### config.mk
export PLATFORM = sky130hd
export DESIGN_NAME = sds_top
export DESIGN_NICKNAME = d
export VERILOG_FILES = /design/src/sds_pkg.sv /design/src/sds_link_if.sv /design/src/sds_shifter.sv /design/src/sds_top.sv
export SDC_FILE = /design/constraint.sdc
export NUM_CORES = 1
export LEC_CHECK = 0
export ABC_CLOCK_PERIOD_IN_PS = 3430
export BUFFER_PORTS_ARGS = -buffer_cell sky130_fd_sc_hd__buf_2
export CAP_MARGIN = 5
export CORE_UTILIZATION = 25
export DETAILED_ROUTE_END_ITERATION = 7
export GPL_ROUTABILITY_DRIVEN = 0
export SLEW_MARGIN = 10
export SYNTH_ARGS = -nofsm -noshare
export SYNTH_HDL_FRONTEND = slang
export SYNTH_SLANG_ARGS = --single-unit
### constraint.sdc
create_clock -name aclk -period 3.43 [get_ports aclk]
set_input_delay 0.686 -clock aclk [delete_from_list [all_inputs] [get_ports aclk]]
set_output_delay 0.686 -clock aclk [all_outputs]
set_load 0.01 [all_outputs]
### src/sds_pkg.sv
package sds_pkg;

  localparam logic [7:0] REG_DATA_IDX = 8'h31;
  localparam logic [7:0] REG_CTRL_IDX = 8'h32;
  localparam logic [7:0] REG_CSR_IDX = 8'h33;
  localparam logic [7:0] REG_ISTS_IDX = 8'h38;
  localparam logic [7:0] REG_IMASK_IDX = 8'h39;

  localparam int CTRL_IE_BIT = 7;
  localparam int CTRL_PE_BIT = 6;
  localparam int CTRL_SPR2_BIT = 5;
  localparam int CTRL_MODE_BIT = 4;
  localparam int CTRL_CPOL_BIT = 3;
  localparam int CTRL_CPHA_BIT = 2;
  localparam int CTRL_SPR1_BIT = 1;
  localparam int CTRL_SPR0_BIT = 0;

  localparam int CSR_RSVD_BIT = 3;
  localparam int CSR_OD_BIT = 2;
  localparam int CSR_SOFT_BIT = 1;
  localparam int CSR_LEVEL_BIT = 0;

  localparam int EV_DONE = 0;
  localparam int EV_MASTER_FAULT_FLAG = 1;
  localparam int EV_OVR = 2;
  localparam int EV_WRITE_COLLISION_FLAG = 3;
  localparam int NUM_EV = 4;

  localparam logic [7:0] CTRL_RESET = 8'h00;
  localparam logic [2:0] CSR_CFG_RESET = 3'h0;
  localparam logic [3:0] IMASK_RESET = 4'hF;
  // Pin order is {select_n, miso, mosi, sck}; select idles high.
  localparam logic [3:0] PIN_RESET = 4'h8;

  // Half periods of the generated serial clock, in core clock cycles.
  localparam logic [6:0] HALF_DIV4 = 7'h02;
  localparam logic [6:0] HALF_DIV8 = 7'h04;
  localparam logic [6:0] HALF_DIV16 = 7'h08;
  localparam logic [6:0] HALF_DIV32 = 7'h10;
  localparam logic [6:0] HALF_DIV64 = 7'h20;
  localparam logic [6:0] HALF_DIV128 = 7'h40;
  localparam logic [3:0] LAST_EDGE = 4'hF;

  localparam logic [1:0] RESP_OKAY = 2'h0;
  localparam logic [1:0] RESP_SLVERR = 2'h2;

  typedef enum logic {
    ENG_IDLE = 1'b0,
    ENG_RUN = 1'b1
  } sds_eng_state_t;

endpackage

### src/sds_link_if.sv
`timescale 1ns/1ps
`default_nettype none
interface sds_link_if;
  logic load;
  logic [7:0] tx_byte;
  logic enable;
  logic master;
  logic cpol;
  logic cpha;
  logic [2:0] rate;
  logic sel_n;
  logic sck_in;
  logic sdi;
  logic busy;
  logic done;
  logic [7:0] rx_byte;
  logic sck_out;
  logic sdo;
  modport ctl(output load, tx_byte, enable, master, cpol, cpha, rate, sel_n, sck_in, sdi,
              input busy, done, rx_byte, sck_out, sdo);
  modport eng(input load, tx_byte, enable, master, cpol, cpha, rate, sel_n, sck_in, sdi,
              output busy, done, rx_byte, sck_out, sdo);
endinterface
`default_nettype wire

### src/sds_shifter.sv
`timescale 1ns/1ps
`default_nettype none
module sds_shifter
  import sds_pkg::*;
(
  input wire logic aclk,
  input wire logic aresetn,
  sds_link_if.eng lk
);

  sds_eng_state_t state_q;
  logic [7:0] shreg_q;
  logic out_q;
  logic [3:0] edge_q;
  logic [6:0] div_q;
  logic sck_q;
  logic sck_prev_q;
  logic done_q;
  logic [6:0] half;
  logic m_tick;
  logic s_edge;
  logic edge_ev;

  always_comb begin
    unique case (lk.rate)
      3'h4: half = HALF_DIV4;
      3'h0: half = HALF_DIV8;
      3'h1: half = HALF_DIV16;
      3'h6: half = HALF_DIV32;
      3'h2: half = HALF_DIV64;
      3'h3: half = HALF_DIV128;
      default: half = HALF_DIV8;
    endcase
  end

  assign m_tick = lk.master && (state_q == ENG_RUN) && (div_q == half - 7'h01);
  // Slave edges come from the filtered pin level, so they lag the pin by a few cycles.
  assign s_edge = !lk.master && !lk.sel_n && (lk.sck_in != sck_prev_q);
  assign edge_ev = m_tick || s_edge;

  always_ff @(posedge aclk) begin
    if (!aresetn || !lk.enable) begin
      state_q <= ENG_IDLE;
      shreg_q <= 8'h00;
      out_q <= 1'b0;
      edge_q <= 4'h0;
      div_q <= 7'h00;
      sck_q <= 1'b0;
      // Track the pin while idle so enabling with a high idle clock gives no false edge.
      sck_prev_q <= lk.sck_in;
      done_q <= 1'b0;
    end else begin
      done_q <= 1'b0;
      sck_prev_q <= lk.sck_in;
      div_q <= (edge_ev || state_q == ENG_IDLE) ? 7'h00 : div_q + 7'h01;
      if (lk.load && state_q == ENG_IDLE) begin
        shreg_q <= lk.tx_byte;
        out_q <= lk.tx_byte[7];
        edge_q <= 4'h0;
        sck_q <= lk.cpol;
        if (lk.master) begin
          state_q <= ENG_RUN;
        end
      end else if (!lk.master && lk.sel_n) begin
        state_q <= ENG_IDLE;
        edge_q <= 4'h0;
      end else if (edge_ev) begin
        sck_q <= lk.master ? !sck_q : lk.cpol;
        if (edge_q[0] == lk.cpha) begin
          shreg_q <= {shreg_q[6:0], lk.sdi};
        end else begin
          out_q <= shreg_q[7];
        end
        edge_q <= edge_q + 4'h1;
        state_q <= ENG_RUN;
        if (edge_q == LAST_EDGE) begin
          state_q <= ENG_IDLE;
          done_q <= 1'b1;
        end
      end else if (state_q == ENG_IDLE) begin
        sck_q <= lk.cpol;
      end
    end
  end

  assign lk.busy = (state_q == ENG_RUN);
  assign lk.done = done_q;
  assign lk.rx_byte = shreg_q;
  assign lk.sck_out = sck_q;
  assign lk.sdo = out_q;

endmodule
`default_nettype wire

### src/sds_top.sv
// Added by the designer: the AXI4-Lite slave port.
`timescale 1ns/1ps
`default_nettype none
module sds_top
  import sds_pkg::*;
#(
  parameter int ADDR_W = 12
) (
  input wire logic aclk,
  input wire logic aresetn,
  input wire logic [ADDR_W-1:0] s_axi_awaddr,
  input wire logic s_axi_awvalid,
  output logic s_axi_awready,
  input wire logic [31:0] s_axi_wdata,
  input wire logic [3:0] s_axi_wstrb,
  input wire logic s_axi_wvalid,
  output logic s_axi_wready,
  output logic [1:0] s_axi_bresp,
  output logic s_axi_bvalid,
  input wire logic s_axi_bready,
  input wire logic [ADDR_W-1:0] s_axi_araddr,
  input wire logic s_axi_arvalid,
  output logic s_axi_arready,
  output logic [31:0] s_axi_rdata,
  output logic [1:0] s_axi_rresp,
  output logic s_axi_rvalid,
  input wire logic s_axi_rready,
  input wire logic sck_i,
  output logic sck_o,
  output logic sck_oe,
  input wire logic mosi_i,
  output logic mosi_o,
  output logic mosi_oe,
  input wire logic miso_i,
  output logic miso_o,
  output logic miso_oe,
  input wire logic select_n_i,
  output logic irq
);

  localparam logic [ADDR_W-1:0] A_DATA = ADDR_W'({REG_DATA_IDX, 2'b00});
  localparam logic [ADDR_W-1:0] A_CTRL = ADDR_W'({REG_CTRL_IDX, 2'b00});
  localparam logic [ADDR_W-1:0] A_CSR = ADDR_W'({REG_CSR_IDX, 2'b00});
  localparam logic [ADDR_W-1:0] A_ISTS = ADDR_W'({REG_ISTS_IDX, 2'b00});
  localparam logic [ADDR_W-1:0] A_IMASK = ADDR_W'({REG_IMASK_IDX, 2'b00});

  sds_link_if lk();

  sds_shifter u_eng (
    .aclk(aclk),
    .aresetn(aresetn),
    .lk(lk)
  );

  logic aw_full_q;
  logic [ADDR_W-1:0] aw_addr_q;
  logic w_full_q;
  logic [7:0] w_data_q;
  logic w_lane_q;
  logic awready_q;
  logic wready_q;
  logic bvalid_q;
  logic [1:0] bresp_q;
  logic arready_q;
  logic rvalid_q;
  logic [31:0] rdata_q;
  logic [1:0] rresp_q;
  logic [3:0] s1_q;
  logic [3:0] s2_q;
  logic [3:0] s3_q;
  logic [3:0] lvl_q;
  logic [7:0] ctrl_q;
  logic [2:0] csr_cfg_q;
  logic done_q;
  logic write_collision_flag_q;
  logic ovr_q;
  logic master_fault_flag_q;
  logic master_fault_flag_arm_q;
  logic seen_acc_q;
  logic seen_rd_q;
  logic [7:0] rxbuf_q;
  logic load_q;
  logic [7:0] tx_q;
  logic [NUM_EV-1:0] ists_q;
  logic [NUM_EV-1:0] imask_q;
  logic irq_q;
  logic sck_o_q;
  logic sck_oe_q;
  logic mosi_o_q;
  logic mosi_oe_q;
  logic miso_o_q;
  logic miso_oe_q;

  logic aw_take;
  logic w_take;
  logic wr_fire;
  logic wr_en;
  logic wr_data;
  logic wr_ctrl;
  logic wr_csr;
  logic wr_ists;
  logic wr_imask;
  logic wr_mapped;
  logic rd_take;
  logic rd_data;
  logic rd_csr;
  logic rd_mapped;
  logic [7:0] rd_val;
  logic csr_acc;
  logic data_acc;
  logic int_ss_n;
  logic fault;
  logic busy_any;
  logic data_ok;
  logic ovr_set;
  logic write_collision_flag_set;
  logic done_clr;
  logic [NUM_EV-1:0] ev;

  // Register bus decode.
  assign aw_take = s_axi_awvalid && awready_q;
  assign w_take = s_axi_wvalid && wready_q;
  assign wr_fire = aw_full_q && w_full_q && !bvalid_q;
  assign wr_en = wr_fire && w_lane_q;
  assign wr_data = wr_en && (aw_addr_q == A_DATA);
  assign wr_ctrl = wr_en && (aw_addr_q == A_CTRL);
  assign wr_csr = wr_en && (aw_addr_q == A_CSR);
  assign wr_ists = wr_en && (aw_addr_q == A_ISTS);
  assign wr_imask = wr_en && (aw_addr_q == A_IMASK);
  assign wr_mapped = (aw_addr_q == A_DATA) || (aw_addr_q == A_CTRL) || (aw_addr_q == A_CSR) ||
                     (aw_addr_q == A_ISTS) || (aw_addr_q == A_IMASK);
  assign rd_take = s_axi_arvalid && arready_q;
  assign rd_data = rd_take && (s_axi_araddr == A_DATA);
  assign rd_csr = rd_take && (s_axi_araddr == A_CSR);
  assign csr_acc = rd_csr || wr_csr;
  assign data_acc = rd_data || wr_data;

  always_comb begin
    rd_mapped = 1'b1;
    rd_val = 8'h00;
    unique case (s_axi_araddr)
      A_DATA: rd_val = rxbuf_q;
      A_CTRL: rd_val = ctrl_q;
      A_CSR: rd_val = {done_q, write_collision_flag_q, ovr_q, master_fault_flag_q, 1'b0, csr_cfg_q};
      A_ISTS: rd_val = {4'h0, ists_q};
      A_IMASK: rd_val = {4'h0, imask_q};
      default: rd_mapped = 1'b0;
    endcase
  end

  always_ff @(posedge aclk) begin
    if (!aresetn) begin
      aw_full_q <= 1'b0;
      aw_addr_q <= '0;
      w_full_q <= 1'b0;
      w_data_q <= 8'h00;
      w_lane_q <= 1'b0;
      awready_q <= 1'b1;
      wready_q <= 1'b1;
      bvalid_q <= 1'b0;
      bresp_q <= RESP_OKAY;
    end else begin
      if (aw_take) begin
        aw_full_q <= 1'b1;
        aw_addr_q <= s_axi_awaddr;
      end else if (wr_fire) begin
        aw_full_q <= 1'b0;
      end
      if (w_take) begin
        w_full_q <= 1'b1;
        w_data_q <= s_axi_wdata[7:0];
        w_lane_q <= s_axi_wstrb[0];
      end else if (wr_fire) begin
        w_full_q <= 1'b0;
      end
      awready_q <= wr_fire || !(aw_full_q || aw_take);
      wready_q <= wr_fire || !(w_full_q || w_take);
      if (wr_fire) begin
        bvalid_q <= 1'b1;
        bresp_q <= wr_mapped ? RESP_OKAY : RESP_SLVERR;
      end else if (s_axi_bready) begin
        bvalid_q <= 1'b0;
      end
    end
  end

  always_ff @(posedge aclk) begin
    if (!aresetn) begin
      arready_q <= 1'b1;
      rvalid_q <= 1'b0;
      rdata_q <= 32'h0000_0000;
      rresp_q <= RESP_OKAY;
    end else if (rd_take) begin
      arready_q <= 1'b0;
      rvalid_q <= 1'b1;
      rdata_q <= {24'h00_0000, rd_val};
      rresp_q <= rd_mapped ? RESP_OKAY : RESP_SLVERR;
    end else if (rvalid_q && s_axi_rready) begin
      arready_q <= 1'b1;
      rvalid_q <= 1'b0;
    end
  end

  // Pins cross in with three flops; a level counts once the last two agree.
  always_ff @(posedge aclk) begin
    if (!aresetn) begin
      s1_q <= PIN_RESET;
      s2_q <= PIN_RESET;
      s3_q <= PIN_RESET;
      lvl_q <= PIN_RESET;
    end else begin
      s1_q <= {select_n_i, miso_i, mosi_i, sck_i};
      s2_q <= s1_q;
      s3_q <= s2_q;
      lvl_q <= (~(s2_q ^ s3_q) & s3_q) | ((s2_q ^ s3_q) & lvl_q);
    end
  end

  assign int_ss_n = csr_cfg_q[CSR_SOFT_BIT] ? csr_cfg_q[CSR_LEVEL_BIT] : lvl_q[3];
  assign fault = ctrl_q[CTRL_MODE_BIT] && !int_ss_n;
  assign busy_any = lk.busy || load_q;
  // A write while the done flag is unread is dropped rather than queued.
  assign data_ok = wr_data && !busy_any && !(done_q && !seen_rd_q);
  assign ovr_set = lk.done && done_q;
  assign write_collision_flag_set = wr_data && busy_any;
  assign done_clr = seen_acc_q && data_acc;

  always_ff @(posedge aclk) begin
    if (!aresetn) begin
      ctrl_q <= CTRL_RESET;
    end else begin
      if (wr_ctrl) begin
        ctrl_q <= w_data_q;
      end
      if (fault) begin
        ctrl_q[CTRL_PE_BIT] <= 1'b0;
        ctrl_q[CTRL_MODE_BIT] <= 1'b0;
      end
    end
  end

  always_ff @(posedge aclk) begin
    if (!aresetn) begin
      csr_cfg_q <= CSR_CFG_RESET;
    end else if (wr_csr) begin
      csr_cfg_q <= w_data_q[2:0];
    end
  end

  always_ff @(posedge aclk) begin
    if (!aresetn) begin
      done_q <= 1'b0;
      write_collision_flag_q <= 1'b0;
      seen_acc_q <= 1'b0;
      seen_rd_q <= 1'b0;
    end else begin
      if (lk.done) begin
        done_q <= 1'b1;
      end else if (done_clr) begin
        done_q <= 1'b0;
      end
      if (write_collision_flag_set) begin
        write_collision_flag_q <= 1'b1;
      end else if (done_clr) begin
        write_collision_flag_q <= 1'b0;
      end
      seen_acc_q <= !done_clr && (seen_acc_q || (csr_acc && (done_q || write_collision_flag_q)));
      seen_rd_q <= !done_clr && done_q && (seen_rd_q || rd_csr);
    end
  end

  always_ff @(posedge aclk) begin
    if (!aresetn) begin
      ovr_q <= 1'b0;
    end else if (ovr_set) begin
      ovr_q <= 1'b1;
    end else if (rd_csr) begin
      ovr_q <= 1'b0;
    end
  end

  always_ff @(posedge aclk) begin
    if (!aresetn) begin
      master_fault_flag_q <= 1'b0;
      master_fault_flag_arm_q <= 1'b0;
    end else if (fault) begin
      master_fault_flag_q <= 1'b1;
      master_fault_flag_arm_q <= master_fault_flag_arm_q || (csr_acc && master_fault_flag_q);
    end else if (master_fault_flag_arm_q && wr_ctrl) begin
      master_fault_flag_q <= 1'b0;
      master_fault_flag_arm_q <= 1'b0;
    end else begin
      master_fault_flag_arm_q <= master_fault_flag_arm_q || (csr_acc && master_fault_flag_q);
    end
  end

  // On overrun the buffer keeps the older byte; the new one is lost.
  always_ff @(posedge aclk) begin
    if (!aresetn) begin
      rxbuf_q <= 8'h00;
    end else if (lk.done && !done_q) begin
      rxbuf_q <= lk.rx_byte;
    end
  end

  always_ff @(posedge aclk) begin
    if (!aresetn) begin
      load_q <= 1'b0;
      tx_q <= 8'h00;
    end else begin
      load_q <= data_ok;
      if (data_ok) begin
        tx_q <= w_data_q;
      end
    end
  end

  assign ev = {write_collision_flag_set, ovr_set, fault && !master_fault_flag_q, lk.done};

  always_ff @(posedge aclk) begin
    if (!aresetn) begin
      ists_q <= '0;
      imask_q <= IMASK_RESET;
      irq_q <= 1'b0;
    end else begin
      ists_q <= (ists_q & ~(wr_ists ? w_data_q[NUM_EV-1:0] : '0)) | ev;
      if (wr_imask) begin
        imask_q <= w_data_q[NUM_EV-1:0];
      end
      irq_q <= ctrl_q[CTRL_IE_BIT] && |(ists_q & imask_q);
    end
  end

  always_ff @(posedge aclk) begin
    if (!aresetn) begin
      sck_o_q <= 1'b0;
      sck_oe_q <= 1'b0;
      mosi_o_q <= 1'b0;
      mosi_oe_q <= 1'b0;
      miso_o_q <= 1'b0;
      miso_oe_q <= 1'b0;
    end else begin
      sck_o_q <= lk.sck_out;
      sck_oe_q <= ctrl_q[CTRL_PE_BIT] && ctrl_q[CTRL_MODE_BIT];
      mosi_o_q <= lk.sdo;
      mosi_oe_q <= ctrl_q[CTRL_PE_BIT] && ctrl_q[CTRL_MODE_BIT] && !csr_cfg_q[CSR_OD_BIT];
      miso_o_q <= lk.sdo;
      miso_oe_q <= ctrl_q[CTRL_PE_BIT] && !ctrl_q[CTRL_MODE_BIT] && !csr_cfg_q[CSR_OD_BIT] && !int_ss_n;
    end
  end

  assign lk.load = load_q;
  assign lk.tx_byte = tx_q;
  assign lk.enable = ctrl_q[CTRL_PE_BIT];
  assign lk.master = ctrl_q[CTRL_MODE_BIT];
  assign lk.cpol = ctrl_q[CTRL_CPOL_BIT];
  assign lk.cpha = ctrl_q[CTRL_CPHA_BIT];
  assign lk.rate = {ctrl_q[CTRL_SPR2_BIT], ctrl_q[CTRL_SPR1_BIT], ctrl_q[CTRL_SPR0_BIT]};
  assign lk.sel_n = int_ss_n;
  assign lk.sck_in = lvl_q[0];
  assign lk.sdi = ctrl_q[CTRL_MODE_BIT] ? lvl_q[2] : lvl_q[1];

  assign s_axi_awready = awready_q;
  assign s_axi_wready = wready_q;
  assign s_axi_bvalid = bvalid_q;
  assign s_axi_bresp = bresp_q;
  assign s_axi_arready = arready_q;
  assign s_axi_rvalid = rvalid_q;
  assign s_axi_rdata = rdata_q;
  assign s_axi_rresp = rresp_q;
  assign sck_o = sck_o_q;
  assign sck_oe = sck_oe_q;
  assign mosi_o = mosi_o_q;
  assign mosi_oe = mosi_oe_q;
  assign miso_o = miso_o_q;
  assign miso_oe = miso_oe_q;
  assign irq = irq_q;
endmodule
`default_nettype wire

==> flow_summary.json, run 1 <==
{
  "grt_overflow": 0,
  "critical_path.max_fanout": 11,
  "power_frac_seq": 0.428,
  "maxCapViolations": 0,
  "root_buffer": "clkbuf_16",
  "power.switching_uw": 778,
  "fin_crit_sh": 0.665,
  "syn_area_per_cell_um2": 8.85,
  "p_per_area_nw_per_um2": 557,
  "antenna_found_initial": 0,
  "cts_tree": "built",
  "wl_per_cell_um": 14.0,
  "dp_slack_ps": 792,
  "status": "finished, final reports clean",
  "fmax_ghz": 0.438,
  "wirelength_mm": 13.4,
  "ios": 119,
  "pwr-share-clk": 0.524,
  "vdd_drop_max_mv": 0.346,
  "yosysWarnings": 0,
  "netlist_top_cells_area": "dfxtp_1, mux2i_1, nand2_1",
  "grt_pass1_vias": 3986,
  "synth_top_area_share": 0.473,
  "drive_above_1_share": 0.165,
  "yosysSeqAreaShare": 0.473,
  "post-route-min-period_ps": 2280,
  "ys_top_cells_by_count": "dfxtp_1, nand2_1, nor2_1",
  "required_ps": 3700,
  "path_cells": "mux2_4 -> or3_4 -> and4_1 -> o211ai_1 -> nor2_1",
  "slowest_delay_ps": 550,
  "crit_arrival_ps": 2560,
  "coreArea_um2": 21000,
  "relSlewSlack": 0.424,
  "clkTransAtPathRegs_ps": 60,
  "drc": 0,
  "dieArea_um2": 22100,
  "ant_nets": 0,
  "num_rows": 53,
  "portBuffers": 65,
  "yosysTopAreaCell": "dfxtp_1",
  "final_nets": 744,
  "fp.dieH_um": 149,
  "clock_sinks": 127,
  "comb_power_share": 0.047,
  "die_x_um": 149,
  "hold_buffers": 0,
  "p_int_mw": 2.83,
  "cts_buffers": 17,
  "cts_resized": 0,
  "post-synth-top-count-cell": "dfxtp_1",
  "drt_iter0_drc": 366,
  "critPathKind": "reg -> reg",
  "place_hpwl_mm": 9.68,
  "fillers": 2161,
  "setup_viol": 0,
  "cts_setup_buffers": 0,
  "finClkSkew_ps": 9.03,
  "min_path_type": "reg -> reg",
  "clockBufferDepth": 2,
  "layout_setup_ws_ps": 1150,
  "grt_max_degree": 29,
  "rsz0062_at_grt": "no",
  "area_growth_pct": 20.8,
  "end_kind": "flip-flop",
  "start_util": 0.256,
  "ys_ff_latch": 127,
  "synth_edf_count": 0,
  "tightest_slew_ps": 857,
  "crit_slowest_cell": "o211ai_1",
  "syn_area_um2": 5370,
  "power.leakage_nw": 2.50,
  "startpoint_type": "flip-flop",
  "synth_cell_types": 58,
  "first_pass_iters": 7,
  "swShare": 0.215,
  "synthCells": 607,
  "finalHoldViolCount": 0,
  "clk_latency_ps": 410,
  "grt_pass1_wl_mm": 21.5,
  "antenna_cells": 0,
  "vias": 4443,
  "routed_via_density": 4.63,
  "slew_violations": 0,
  "async_reset_ff_frac": 0,
  "ys_dominant_reg_cell": "dfxtp_1",
  "grt_usage": 0.126,
  "htree_levels": 4,
  "fin_setup_tns_ps": 0
}
## routing by layer
| layer | global-route usage | up-vias | part of all wire |
|---|---|---|---|
| li1 | - | 2222 | - |
| met1 | 0.186 | 2078 | 0.52 |
| met3 | 0.0340 | 11 | 0.066 |
| met5 | 0 | - | 0 |
| met4 | 0.0392 | 0 | 0.0089 |
| met2 | 0.176 | 132 | 0.41 |
## power by group through the flow
stage / clock, mW / combinational, mW / sequential, mW
2_1_floorplan: 0 / 0.125 / 1.57
3_3_place_gp: 0 / 0.170 / 1.58
3_5_place_dp: 0 / 0.171 / 1.58
4_1_cts: 1.92 / 0.172 / 1.55
5_1_grt: 2.01 / 0.194 / 1.55
6_report: 1.89 / 0.171 / 1.55
## cells in the final DEF (no fill, tap or decap), drive strengths merged, types with 4 or more instances in the layout
cell    synthesis  routed
a31oi           7       7
nor2b           5       5
dfxtp         127     127
bufinv          0       4
nand4           5       5
and3            6       6
and2           16      16
xnor2           7       7
mux2i          40      40
o211ai          5       5
nor3           15      15
o21a            4       4
nand3          19      19
o31ai           6       6
nor2           46      46
nand2b          9       9
a21oi          41      41
buf            32      71
conb            1      26
inv             7       7
a222oi          6       6
nor4            7       7
nand2         100     100
o21ai          29      29
a211oi          4       4
clkbuf         19      23
## registers in the layout, indices dropped and copies added, names as in the netlist, 3 cells and up, named ones only
register          count
u_eng.edge_q          4
u_eng.lk.rx_byte      8
w_data_q              8
aw_addr_q            12
lk.tx_byte            8
s1_q                  4
ctrl_q                8
ists_q                4
imask_q               4
s_axi_rdata           8
s2_q                  4
s3_q                  4
u_eng.div_q           7
rxbuf_q               8
csr_cfg_q             3
## cell type report
type / instances / area (µm²) / share of cell area
tap: 275 / 344 / 0.0530
multi-input combinational: 447 / 2580 / 0.398
clock buffer: 23 / 468 / 0.0721
clock inverter: 9 / 158 / 0.0243
timing repair buffer: 71 / 370 / 0.0571
sequential: 127 / 2540 / 0.392
inverter: 7 / 26.3 / 0.00405
## critical path: cells and delay by family, from the launching register on
family             cells  cell delay [ps]
and+or+nand+nor        3              800
AOI/OAI and AO/OA      1              550
muxes                  1              350
DFF                    1              440
## through the flow
stage / instance area (µm²) / cells / utilization / total power [mW] / hold slack (ps)
2_1_floorplan: 5470 / 632 / - / 1.70 / 373
3_3_place_gp: 5860 / 927 / 0.279 / 1.75 / 389
3_5_place_dp: 5860 / 927 / 0.279 / 1.75 / 398
4_1_cts: 6490 / 959 / 0.309 / 3.64 / 406
5_1_grt: 6490 / 959 / 0.309 / 3.75 / 421
6_report: 6490 / 959 / 0.309 / 3.61 / 403
## kinds of logic after synthesis
kind of cell	count (synthesis)	share of synthesized area
mux	41	0.0773
simple gates	249	0.224
xor+xnor	10	0.0163
compound gates	119	0.139
buf+inv	58	0.0652
fa+ha+maj	2	0.00466
other cells	1	0.000698
flops	127	0.473
## final timing paths
check                                  start                to  slack (ps)  depth (start not counted)
worst max-delay path            csr_cfg_q[1]    u_eng.div_q[2]        1150                          5
worst min-delay path               flip-flop  u_eng.sck_prev_q         400                          0
worst max register to register  csr_cfg_q[1]    u_eng.div_q[2]        1150                          5
worst min register to register     flip-flop  u_eng.sck_prev_q         400                          0
No activity file was read; power rests on OpenSTA's default activity.
==> run 2, diff against run 1 <==
- ABC_CLOCK_PERIOD_IN_PS: 3430 -> 2200
- clock period: 3.43 -> 2.2 ns (I/O delays scaled with it)
==> flow_summary.json, run 2 (synthesis results as in run 1) <==
{
  "antenna_found_initial": 0,
  "top_register": "aw_addr_q",
  "wl_per_cell_um": 13.7,
  "rsz0062_at_grt": "no",
  "p_int_mw": 4.15,
  "drive_above_1_share": 0.188,
  "power.leakage_nw": 2.59,
  "pwr-share-clk": 0.497,
  "largest_reg_flops": 12,
  "required_ps": 2540,
  "layout_setup_ws_ps": 145,
  "cp.depth": 5,
  "post-place-cells": 947,
  "start_util": 0.256,
  "grt_pass1_vias": 4113,
  "reg2reg_depth": 5,
  "power.switching_mw": 1.18,
  "clk_latency_ps": 420,
  "num_rows": 53,
  "placed_area_um2": 6030,
  "finClkSkew_ps": 11.2,
  "place_hpwl_mm": 9.91,
  "setup_viol": 0,
  "portBuffers": 65,
  "swShare": 0.221,
  "comb_power_share": 0.051,
  "cts_setup_buffers": 0,
  "fillers": 2209,
  "root_buffer": "clkbuf_16",
  "end_kind": "flip-flop",
  "maxCapViolations": 0,
  "ant_nets": 0,
  "fmax_ghz": 0.487,
  "first_pass_iters": 5,
  "post-route-min-period_ps": 2060,
  "relSlewSlack": 0.510,
  "grt_overflow": 0,
  "hold_buffers": 0,
  "antenna_cells": 0,
  "crit_buf_inv": 0,
  "routed_via_density": 4.68,
  "whs_path_depth": 2,
  "startpoint_type": "flip-flop",
  "slew_violations": 0,
  "fin_setup_tns_ps": 0,
  "crit_slowest_cell": "dfxtp_1",
  "final_common_cell": "dfxtp_1",
  "cts_resized": 0,
  "p_per_area_nw_per_um2": 810,
  "design_area_um2": 6590,
  "cts_tree": "built",
  "coreArea_um2": 21000,
  "critPathKind": "reg -> reg",
  "fin_crit_sh": 0.934,
  "clockBufferDepth": 2,
  "fp.dieH_um": 149,
  "ios": 119,
  "power_frac_seq": 0.452,
  "path_cells": "nor4bb_1 -> o21ai_0 -> and4_1 -> or4_1 -> a21oi_1",
  "status": "finished, final reports clean",
  "vdd_drop_max_mv": 0.651,
  "crit_family": "simple AND/OR/NAND/NOR gates",
  "finalHoldViolCount": 0,
  "clock_sinks": 127,
  "grt_usage": 0.126,
  "clkTransAtPathRegs_ps": 60,
  "dp_slack_ps": 185,
  "crit_arrival_ps": 2400,
  "tightest_slew_ps": 728,
  "wirelength_mm": 13.4,
  "grt_max_degree": 28,
  "area_growth_pct": 22.6,
  "final_cell_mix": "dfxtp_1, nand2_1, buf_2",
  "min_path_type": "in -> reg",
  "final_cells": 977,
  "final_nets": 764,
  "htree_levels": 4,
  "slowest_delay_ps": 550,
  "dieArea_um2": 22100,
  "die_x_um": 149,
  "vias": 4573,
  "drc": 0,
  "grt_pass1_wl_mm": 21.5,
  "drt_iter0_drc": 380,
  "power.total_mw": 5.33,
  "critical_path.max_fanout": 8,
  "cts_buffers": 17
}
run 2: cell types whose count changed in the layout (fill, tap and decap cells not counted), sizes merged:
cell	delta
buf	+20
bufinv	-3
clkbuf	+2
clkinv	-1
run 2: cell type report:
type / count / area, µm² / area share
clock buffer: 25 / 505 / 0.0767
clock inverter: 5 / 55.1 / 0.00836
inverter: 7 / 26.3 / 0.00399
sequential: 127 / 2540 / 0.386
multi-input combinational: 447 / 2580 / 0.392
tap: 275 / 344 / 0.0522
timing repair buffer: 91 / 533 / 0.0809
run 2: path summary, 6_finish.rpt:
path         slack [ps]               end        from
max                 140   u_eng.edge_q[3]   ctrl_q[0]
min                 210           s1_q[3]  select_n_i
max reg2reg         140   u_eng.edge_q[3]   ctrl_q[0]
min reg2reg         390  u_eng.sck_prev_q   flip-flop
run 2: stage by stage:
stage                     utilization  hold slack (ps)
after CTS                       0.313              199
after detailed placement        0.287              394
final                           0.313              208
after global placement          0.287              388
after global routing            0.313              200
after floorplan                     -              373
run 2: per-layer routing:
layer	global-route usage	wire (µm)
met1	0.193	7030
met2	0.167	5290
met3	0.0294	867
met4	0.0464	217
met5	0	0
run 2: power by group through the flow:
stage / Clock [mW] / Sequential (mW) / Combinational (mW)
floorplan: 0 / 2.45 / 0.194
global placement: 0 / 2.46 / 0.272
finish: 2.65 / 2.41 / 0.273
CTS: 2.70 / 2.41 / 0.275
global route: 2.82 / 2.42 / 0.307
detailed placement: 0 / 2.46 / 0.273
==> run 3, diff against run 2 <==
- CORE_MARGIN: not set -> 3
==> flow_summary.json, run 3 (synthesis results as in run 1) <==
{
  "status": "finished, final reports clean",
  "comb_power_share": 0.049,
  "crit_arrival_ps": 2360,
  "portBuffers": 65,
  "reg2reg_slack_ps": 180,
  "drt_iter0_drc": 326,
  "wl_per_cell_um": 14.0,
  "finClkSkew_ps": 9.03,
  "maxCapViolations": 0,
  "drc": 0,
  "crit_slowest_cell": "or4_1",
  "largest_reg_flops": 12,
  "critPathKind": "reg -> reg",
  "place_hpwl_mm": 9.99,
  "die_x_um": 153,
  "hold_buffers": 0,
  "timing.rr.end": "u_eng.edge_q[3]",
  "critical_path.max_fanout": 9,
  "holdPathEnd": "s1_q[3]",
  "crit_buf_inv": 0,
  "swShare": 0.234,
  "fin_setup_tns_ps": 0,
  "crit_family": "simple AND/OR/NAND/NOR gates",
  "wirelength_mm": 13.6,
  "r2r_start": "ctrl_q[5]",
  "top_register": "aw_addr_q",
  "dieArea_um2": 23300,
  "fp.dieH_um": 153,
  "ant_nets": 0,
  "fmax_ghz": 0.495,
  "slew_violations": 0,
  "antenna_cells": 0,
  "vias": 4475,
  "grt_max_degree": 35,
  "first_pass_iters": 5,
  "whs_path_depth": 2,
  "vdd_drop_max_mv": 0.484,
  "grt_usage": 0.116,
  "path_cells": "or2b_2 -> xnor2_1 -> o31a_2 -> or4_1 -> a21oi_1",
  "final_nets": 762,
  "clkTransAtPathRegs_ps": 60,
  "end_kind": "flip-flop",
  "worstHoldStart": "select_n_i",
  "rsz0062_at_grt": "no",
  "p_int_mw": 4.26,
  "tightest_slew_ps": 686,
  "start_util": 0.260,
  "num_rows": 52,
  "area_growth_pct": 23.5,
  "grt_pass1_wl_mm": 22.1,
  "fillers": 2168,
  "post-route-min-period_ps": 2020,
  "grt_pass1_vias": 4176,
  "finalHoldViolCount": 0,
  "cts_tree": "built",
  "routed_via_density": 4.60,
  "drive_above_1_share": 0.194,
  "ios": 119,
  "coreArea_um2": 20700,
  "required_ps": 2540,
  "reg2reg_depth": 5,
  "setup_viol": 0,
  "clockBufferDepth": 2,
  "startpoint_type": "flip-flop",
  "grt_overflow": 0,
  "cts_buffers": 17,
  "p_per_area_nw_per_um2": 839,
  "antenna_found_initial": 0,
  "root_buffer": "clkbuf_16",
  "final_cell_mix": "dfxtp_1, nand2_1, buf_2",
  "fin_crit_sh": 0.918,
  "clk_latency_ps": 410,
  "clock_sinks": 127,
  "htree_levels": 4,
  "min_path_type": "in -> reg",
  "power.leakage_nw": 2.60,
  "power.switching_mw": 1.30,
  "relSlewSlack": 0.542,
  "pwr-share-clk": 0.517,
  "hold_slack_ps": 216,
  "slowest_delay_ps": 500,
  "power_frac_seq": 0.433,
  "final_common_cell": "dfxtp_1"
}
==> run 3: cell types whose count changed in the layout (fill, tap and decap cells not counted), moves of 2 or more <==
cell	previous run	this run
clkbuf_8	5	0
inv_6	0	5
buf_4	25	22
clkbuf_1	3	0
bufinv_16	1	3
clkinv_4	0	2
==> run 3: area by class of cell <==
cell class	count	area [µm²]	share of cell area
clock buffers	17	425	0.0641
inverters	7	26.3	0.00396
well taps	270	338	0.0509
repair buffers	89	531	0.0800
clock inverters	15	184	0.0277
multi-input cells	447	2590	0.390
flip-flops and latches	127	2540	0.383
==> run 3: worst register-to-register path, delay by kind of cell (launching register included) <==
family	cells	cell delay, ps
AOI/OAI and AO/OA	2	540
xor gates and xnor gates	1	150
DFF	1	410
and+or+nand+nor	2	850
==> run 3: stage by stage <==
stage | utilization | cells | setup slack, ps | area [µm²] | power [mW]
floorplan | - | 632 | 218 | 5470 | 2.65
global placement | 0.291 | 940 | 189 | 6020 | 2.73
detailed placement | 0.291 | 940 | 157 | 6020 | 2.73
CTS | 0.320 | 972 | 158 | 6630 | 5.62
global route | 0.321 | 972 | 0.881 | 6630 | 5.77
finish | 0.321 | 972 | 181 | 6630 | 5.56
==> run 3: worst max path at each step <==
stage | from | end | slack [ps] | cells past startpoint
6_report | ctrl_q[5] | u_eng.edge_q[3] | 180 | 5
5_1_grt | ctrl_q[1] | u_eng.edge_q[3] | 0.9 | 6
4_1_cts | ctrl_q[1] | u_eng.edge_q[3] | 160 | 6
3_5_place_dp | ctrl_q[1] | u_eng.edge_q[3] | 160 | 6
3_3_place_gp | ctrl_q[1] | u_eng.edge_q[3] | 190 | 6
2_1_floorplan | csr_cfg_q[1] | u_eng.edge_q[2] | 220 | 6
==> run 3: timing repair <==
| item | CTS | global route |
|---|---|---|
| setup endpoints to repair | 0 | 1 |
| setup buffers | 0 | 0 |
| resized for setup | 0 | 1 |
==> run 3: power by group through the flow <==
stage / sequential, mW / combinational [mW] / clock, mW
3_5_place_dp: 2.46 / 0.275 / 0
5_1_grt: 2.42 / 0.310 / 3.05
4_1_cts: 2.41 / 0.276 / 2.93
6_report: 2.41 / 0.275 / 2.88
2_1_floorplan: 2.45 / 0.194 / 0
3_3_place_gp: 2.46 / 0.273 / 0
==> run 3: per-layer routing <==
layer / GRT usage / part of all wire / vias to the layer above
met4: 0.0369 / 0.0097 / 0
met2: 0.155 / 0.41 / 128
met5: 0 / 0 / -
li1: - / - / 2252
met1: 0.182 / 0.53 / 2084
met3: 0.0264 / 0.058 / 11
